[src/logic/adc_link_pkg.sv]
// Package of constants shared by both ends of the converter output link.
// Assumes a 10 MHz core clock at both ends and a slow external serial clock.
//
// Summary of operation
// - Parallel drives line as bit four; serial clock input
// - Host supplies the serial clock in serial mode
// - After frame sync low, shift on serial clock rise
// - Host drives frame sync low to request readout
// - Frame sync line is data bit three in parallel
// - Host leaves bits two to zero unconnected serially
// - Two's complement bipolar, straight binary unipolar
// - Data bit zero is the result LSB
// - Parallel data drive only while read and select low
// - End of conversion is a 100 ns low pulse
// - Rising convert start holds and begins conversion
// - Serial frame is four zeros then twelve bits
// - Host holds mode high parallel, low serial
// - Host ties the two top data lines low serially
package adc_link_pkg;

	// ----------------------------------------------------------------
	// Widths and frame layout
	// ----------------------------------------------------------------
	localparam int RESULT_BITS = 12;
	localparam int FRAME_BITS = 16;
	localparam int LEAD_ZEROS = 4;
	localparam int BIT_SCLK = 4;
	localparam int BIT_RFS = 3;
	localparam logic [4:0] FRAME_LAST = 5'h10;
	localparam logic [3:0] SIGN_POS = 4'hB;

	// ----------------------------------------------------------------
	// Timing
	// ----------------------------------------------------------------
	localparam int CLK_PERIOD_NS = 100;
	localparam int EOC_PULSE_NS = 100;
	localparam int EOC_CYCLES_I = (EOC_PULSE_NS / CLK_PERIOD_NS) < 1 ? 1 :
		(EOC_PULSE_NS / CLK_PERIOD_NS);
	localparam logic [3:0] EOC_CYCLES = EOC_CYCLES_I[3:0];
	localparam logic [4:0] CONV_CYCLES = 5'h10;
	localparam logic [3:0] SCLK_HALF = 4'h4;
	localparam logic [11:0] RESULT_RESET = 12'h000;

	// ----------------------------------------------------------------
	// Interface mode strap level
	// ----------------------------------------------------------------
	localparam logic MODE_PARALLEL = 1'b1;
	localparam logic MODE_SERIAL = 1'b0;

endpackage

[src/logic/adc_link_if.sv]
// Interface joining the converter end and the host end.
// Assumes the bench resolves each shared pin from the output enables.
`timescale 1ns/1ps
`default_nettype none
interface adc_link_if;
	logic conversion_trigger_n;
	logic eoc_n;
	logic rd_n;
	logic cs_n;
	logic mode;
	logic [11:0] db_o;
	logic [11:0] db_oe;
	logic data4_or_serial_clock;
	logic data3_or_frame_sync;
	logic [11:0] db_i;

	// Converter end
	modport device (
		input conversion_trigger_n, rd_n, cs_n, mode, data4_or_serial_clock,
		input data3_or_frame_sync, db_i,
		output eoc_n, db_o, db_oe
	);

	// Host end
	modport host (
		output conversion_trigger_n, rd_n, cs_n, mode, data4_or_serial_clock,
		output data3_or_frame_sync,
		input eoc_n, db_o, db_oe, db_i
	);
endinterface
`default_nettype wire

[src/logic/adc_converter_end.sv]
// Converter end: conversion sequencing, end-of-conversion pulse and output.
// Assumes the analog result arrives on sample_code when the conversion ends.
`timescale 1ns/1ps
`default_nettype none
module adc_converter_end (
	input wire logic core_clk,
	input wire logic reset,
	adc_link_if.device link,
	input wire logic [11:0] sample_code,
	input wire logic unipolar,
	output logic track_hold,
	output logic busy
);

	typedef enum logic [2:0] {
		ST_IDLE = 3'b001,
		ST_CONV = 3'b010,
		ST_EOC = 3'b100
	} conv_state_t;

	// ----------------------------------------------------------------
	// Input synchronisers
	// ----------------------------------------------------------------
	logic [5:0] sync1_q;
	logic [5:0] sync2_q;
	logic [5:0] sync_d;
	logic conv_s_q, conv_s_d;
	logic sclk_s_q, sclk_s_d;

	// Pins pass two flops before use
	always_comb begin
		sync_d = {link.conversion_trigger_n, link.data4_or_serial_clock,
			link.data3_or_frame_sync, link.mode, link.rd_n, link.cs_n};
	end

	always_ff @(posedge core_clk or posedge reset) begin
		if (reset) begin
			// Idle levels: serial clock low, every strobe high
			sync1_q <= 6'h2F;
			sync2_q <= 6'h2F;
			conv_s_q <= 1'b1;
			sclk_s_q <= 1'b0;
		end else begin
			sync1_q <= sync_d;
			sync2_q <= sync1_q;
			conv_s_q <= conv_s_d;
			sclk_s_q <= sclk_s_d;
		end
	end

	logic conv_s, sclk_s, fs_n_s, mode_s;
	always_comb begin
		conv_s = sync2_q[5];
		sclk_s = sync2_q[4];
		fs_n_s = sync2_q[3];
		mode_s = sync2_q[2];
		conv_s_d = conv_s;
		sclk_s_d = sclk_s;
	end

	// ----------------------------------------------------------------
	// Conversion sequencer
	// ----------------------------------------------------------------
	conv_state_t state_q, state_d;
	logic [4:0] cnt_q, cnt_d;
	logic [11:0] result_q, result_d;

	always_comb begin
		state_d = state_q;
		cnt_d = cnt_q;
		result_d = result_q;
		unique case (state_q)
			ST_IDLE: begin
				if (conv_s && !conv_s_q) begin
					state_d = ST_CONV;
					cnt_d = adc_link_pkg::CONV_CYCLES;
				end
			end
			ST_CONV: begin
				if (cnt_q == 5'h01) begin
					state_d = ST_EOC;
					cnt_d = {1'b0, adc_link_pkg::EOC_CYCLES};
					// Bipolar codes flip the offset-binary sign bit
					result_d = sample_code ^ {!unipolar, 11'h000};
				end else begin
					cnt_d = cnt_q - 5'h01;
				end
			end
			ST_EOC: begin
				if (cnt_q == 5'h01) begin
					state_d = ST_IDLE;
				end else begin
					cnt_d = cnt_q - 5'h01;
				end
			end
			default: begin
				state_d = ST_IDLE;
			end
		endcase
	end

	always_ff @(posedge core_clk or posedge reset) begin
		if (reset) begin
			state_q <= ST_IDLE;
			cnt_q <= 5'h00;
			result_q <= adc_link_pkg::RESULT_RESET;
		end else begin
			state_q <= state_d;
			cnt_q <= cnt_d;
			result_q <= result_d;
		end
	end

	assign link.eoc_n = (state_q != ST_EOC);
	assign track_hold = (state_q == ST_CONV);
	assign busy = (state_q != ST_IDLE);

	// ----------------------------------------------------------------
	// Serial output shift register
	// ----------------------------------------------------------------
	logic [15:0] shift_q, shift_d;
	logic [4:0] sent_q, sent_d;
	logic ser_q, ser_d;

	// Frame load while sync is high; each clock rise puts the next bit out,
	// so the bit stands on the line through the following falling edge
	always_comb begin
		shift_d = shift_q;
		sent_d = sent_q;
		ser_d = ser_q;
		if (fs_n_s) begin
			shift_d = {{adc_link_pkg::LEAD_ZEROS{1'b0}}, result_q};
			sent_d = 5'h00;
			ser_d = 1'b0;
		end else if (sclk_s && !sclk_s_q && sent_q != adc_link_pkg::FRAME_LAST) begin
			ser_d = shift_q[15];
			shift_d = {shift_q[14:0], 1'b0};
			sent_d = sent_q + 5'h01;
		end
	end

	always_ff @(posedge core_clk or posedge reset) begin
		if (reset) begin
			shift_q <= 16'h0000;
			sent_q <= 5'h00;
			ser_q <= 1'b0;
		end else begin
			shift_q <= shift_d;
			sent_q <= sent_d;
			ser_q <= ser_d;
		end
	end

	// ----------------------------------------------------------------
	// Pin drivers
	// ----------------------------------------------------------------
	logic read_en;
	always_comb begin
		read_en = (mode_s == adc_link_pkg::MODE_PARALLEL) && !sync2_q[1] && !sync2_q[0];
		link.db_o = result_q;
		link.db_oe = {adc_link_pkg::RESULT_BITS{read_en}};
		if (mode_s == adc_link_pkg::MODE_SERIAL) begin
			// Only the serial data line drives; the rest float
			link.db_o = {6'h00, ser_q, 5'h00};
			link.db_oe = 12'h020;
		end
	end

endmodule
`default_nettype wire

[src/flat_wrapper.sv]
// flat-port wrapper written by rule: the top's interface ports become plain ports
module adc_converter_end_flat 
  (core_clk, reset, sample_code, unipolar, track_hold, busy, link_conversion_trigger_n, link_rd_n, link_cs_n, link_mode, link_data4_or_serial_clock, link_data3_or_frame_sync, link_db_i, link_eoc_n, link_db_o, link_db_oe);
  adc_link_if link_i ();
  input wire logic core_clk;
  input wire logic reset;
  input wire logic [11:0] sample_code;
  input wire logic unipolar;
  output logic track_hold;
  output logic busy;
  input wire logic [$bits(link_i.conversion_trigger_n)-1:0] link_conversion_trigger_n;
  input wire logic [$bits(link_i.rd_n)-1:0] link_rd_n;
  input wire logic [$bits(link_i.cs_n)-1:0] link_cs_n;
  input wire logic [$bits(link_i.mode)-1:0] link_mode;
  input wire logic [$bits(link_i.data4_or_serial_clock)-1:0] link_data4_or_serial_clock;
  input wire logic [$bits(link_i.data3_or_frame_sync)-1:0] link_data3_or_frame_sync;
  input wire logic [$bits(link_i.db_i)-1:0] link_db_i;
  output wire logic [$bits(link_i.eoc_n)-1:0] link_eoc_n;
  output wire logic [$bits(link_i.db_o)-1:0] link_db_o;
  output wire logic [$bits(link_i.db_oe)-1:0] link_db_oe;
  assign link_i.conversion_trigger_n = link_conversion_trigger_n;
  assign link_i.rd_n = link_rd_n;
  assign link_i.cs_n = link_cs_n;
  assign link_i.mode = link_mode;
  assign link_i.data4_or_serial_clock = link_data4_or_serial_clock;
  assign link_i.data3_or_frame_sync = link_data3_or_frame_sync;
  assign link_i.db_i = link_db_i;
  assign link_eoc_n = link_i.eoc_n;
  assign link_db_o = link_i.db_o;
  assign link_db_oe = link_i.db_oe;
  adc_converter_end u_core (.core_clk(core_clk), .reset(reset), .link(link_i), .sample_code(sample_code), .unipolar(unipolar), .track_hold(track_hold), .busy(busy));
endmodule
[config.mk]
export PLATFORM = sky130hd
export DESIGN_NAME = adc_converter_end_flat
export DESIGN_NICKNAME = d
export VERILOG_FILES = /design/src/logic/adc_link_pkg.sv /design/src/logic/adc_link_if.sv /design/src/logic/adc_converter_end.sv /design/src/flat_wrapper.sv
export SDC_FILE = /design/constraint.sdc
export NUM_CORES = 1
export LEC_CHECK = 0
export BUFFER_PORTS_ARGS = -buffer_cell sky130_fd_sc_hd__buf_2
export CAP_MARGIN = 20
export CORE_MARGIN = 3
export CORE_UTILIZATION = 53
export CTS_CLUSTER_DIAMETER = 120
export DETAILED_ROUTE_END_ITERATION = 12
export MAX_ROUTING_LAYER = met4
export PLACE_DENSITY = 0.79
export SLEW_MARGIN = 15
export SYNTH_ARGS = -nofsm -noshare
export SYNTH_HDL_FRONTEND = slang
export SYNTH_SLANG_ARGS = --single-unit
[constraint.sdc]
create_clock -name core_clk -period 2.73 [get_ports core_clk]
set_clock_uncertainty 0.15 [all_clocks]
set_input_delay 0.819 -clock core_clk [delete_from_list [all_inputs] [get_ports core_clk]]
set_output_delay 0.819 -clock core_clk [all_outputs]
set_load 0.01 [all_outputs]
==> results by group <==
Status
  – Outcome: finished, final reports clean

Global routing
  – GRT Overall Usage: 17.6%
  – Initial antenna violation count: 0
  – First-pass GRT wire length: 7.17 mm
  – Global route overflow: 0
  – Vias in the first global route: 1574
  – Largest net degree at the start of global routing: 35

Clock network
  – CTS Buffer Depth: 2
  – Clk slew on worst S/H paths: 90 ps
  – Clock Latency Late Sink: 310 ps
  – CTS resizes: 0
  – CTS Hold Bufs: 0
  – Postcts setup bufs: 0
  – CTS tree: done
  – CTS H-tree lvls: 2
  – CTS Buf Count: 5
  – CTS sink count: 56
  – Clk root buf: clkbuf_8

Power and ir drop
  – Total power: 0.00178 W
  – Static Leak: 1.31 nW
  – VDD IR max: 0.496 mV
  – Pwr dens: 639 nW/um^2

Cells and area
  – Multi-input logic area: 911 um^2
  – Fillers: 359
  – Ant. Diodes: 0
  – Final net count: 283
  – Post-Layout Cell Count: 299
  – Area growth syn-to-layout: 13.4%
  – Seq. cell area: 1420 um^2
  – Layout cells sized above 1: 35.6%

Hold path
  – Hold Crit Start: u_core.sync1_q[4]
  – Hold Crit Class: reg2reg
  – Hold endpoint: u_core.sync2_q[4]
  – Hold Crit Depth: 0

Floorplanning
  – # rows: 24
  – Die area: 5480 um^2
  – Num ports: 60
  – Die X-Extent: 74.0 um
  – Initial Utilization: 55.6%
  – Die Height: 74.0 um
  – Core area: 4410 um^2

Logic synthesis
  – Top-area cell type share of the netlist area: 44.9%
  – Synth cell count leaders: dfrtp_1 (44), mux2i_1 (17), nand2_1 (16)
  – Register area share after synthesis: 57.7%
  – Post-Syn Area: 2450 um^2
  – Mapped Cells: 205
  – Syn Area/Cell: 12.0 um^2
  – Synth area leader: dfrtp_1
  – Flops & latches, synth: 56
  – Syn nets: 242
  – Ranking of synthesized cells by area: dfrtp_1 (45%), dfstp_2 (13%), mux2i_1 (6.9%)
  – Yosys Warn Count: 0
  – Async S/R FF share, synth: 100%
  – Post-synth EDFFs: 0
  – Post-synth cell types: 35
  – Main synth FF type: dfrtp_1
  – Top-count cell post-synth: dfrtp_1

Worst setup path
  – RR Endpoint: u_core.result_q[0]
  – Crit path kind: reg2out
  – R2R depth: 5
  – Worst Path Required: 1760 ps
  – CP startpoint kind: flop
  – Critical Path Sink Type: output pin
  – Reg2reg start: u_core.cnt_q[1]
  – R2r setup slk: 590 ps
  – Worst Path Arrival: 1560 ps
  – Crit path max fanout: 14

Route
  – DR vias/cell: 5.21
  – DRT iter0 DRCs: 116
  – Drt drc: 0
  – Detailed Routing Iterations Pass 1: 4
  – Antenna-violating nets left: 0
  – Avg WL per Cell: 14.2 um
  – Final WL: 4.26 mm
  – Via count: 1557

Timing
  – Final setup violation count: 0
  – Unrepaired setup endpoints after global routing: false
  – Fin Setup TNS: 0 ps
  – Final hold violations: 0
  – Final period utilization: 92.6%
  – Tmin final: 2530 ps
  – Rel. slew slack: 60.0%
  – Max Slew Vio Count: 0
  – Least-Margin Pin Slew: 598 ps
  – Max Clk Rate: 0.395 GHz

Flow run
  – Max_cap viols: 0

Placed design
  – Final GP Congestion: 0.868
  – Port-buffer cells: 47
  – DP Wirelength: 3.11 mm
  – Placed instance count: 291
==> placed cells by master, fill, tap and decap left out, types with 5 or more instances in the layout <==
master,n
nor2_1,14
inv_1,5
mux2_2,12
buf_2,47
dfrtp_1,44
and2_1,11
mux2i_1,17
dfstp_2,12
o21ai_0,15
nand2_1,16
clkbuf_8,5
==> routing by layer <==
metal | routed length (um) | GRT usage (%) | share of wire [%]
met1 | 1890 | 21.8 | 44
met2 | 2160 | 28.6 | 51
met3 | 155 | 4.19 | 3.6
met4 | 58 | 5.84 | 1.4
met5 | 0 | - | 0
==> final cells by class <==
type                       instances  area share [%]
timing repair buffer              51            9.98
inverter                           6           0.809
sequential                        56            50.9
clock inverter                     3           0.764
clock buffer                       5            2.47
tap                               52            2.34
multi-input combinational        126            32.7
==> through the flow <==
stage / utilization (%) / worst slack [ps] / hold slack (ps) / instance area [um^2]
after CTS: 63.0 / 148 / 211 / 2780
after detailed placement: 61.0 / 509 / 190 / 2690
after floorplan: - / 117 / 181 / 2450
final: 63.0 / 201 / 209 / 2780
after global placement: 61.0 / 535 / 186 / 2690
after global routing: 63.0 / 92.2 / 214 / 2780
==> cells by family after synthesis <==
family                     share of synthesized area (%)
adders and majority gates                           2.04
xor gates and xnor gates                            2.14
and+or+nand+nor                                     13.4
AOI/OAI and AO/OA                                   6.83
muxes                                               12.4
buffers and inverters                               5.41
DFF                                                 57.7
==> worst max-delay path, stage by stage (launching register included) <==
cell,delay [ps]
dfstp_2,680
nor3b_1,250
buf_4,190
buf_2,140
==> how the worst max path moves through the flow <==
stage / end / cells past startpoint / start
2_1_floorplan: link_db_oe[10] / 2 / u_core.sync2_q[2]
3_3_place_gp: link_db_oe[0] / 3 / u_core.sync2_q[2]
3_5_place_dp: link_db_oe[6] / 3 / u_core.sync2_q[2]
4_1_cts: link_db_oe[6] / 3 / u_core.sync2_q[2]
5_1_grt: link_db_oe[6] / 3 / u_core.sync2_q[2]
6_report: link_db_oe[6] / 3 / u_core.sync2_q[2]
==> sequential cells by signal, summed over array words and instances (netlist names) <==
| signal | count |
|---|---|
| u_core.cnt_q | 5 |
| u_core.sync2_q | 6 |
| u_core.state_q | 3 |
| u_core.ser_q | 1 |
| u_core.sent_q | 5 |
| u_core.shift_q | 16 |
| u_core.sync1_q | 6 |
| u_core.sclk_s_q | 1 |
| u_core.result_q | 12 |
| u_core.conv_s_q | 1 |
==> report_power, final <==
group,switching (W),internal [W],leakage (nW),total (W)
sequential,0.0000871,0.000933,0.671,0.00102
clock,0.000272,0.000183,0.0445,0.000454
combinational,0.000146,0.000158,0.592,0.000304
total,0.000505,0.00127,1.31,0.00178
Power figures use the tool's default switching activity.
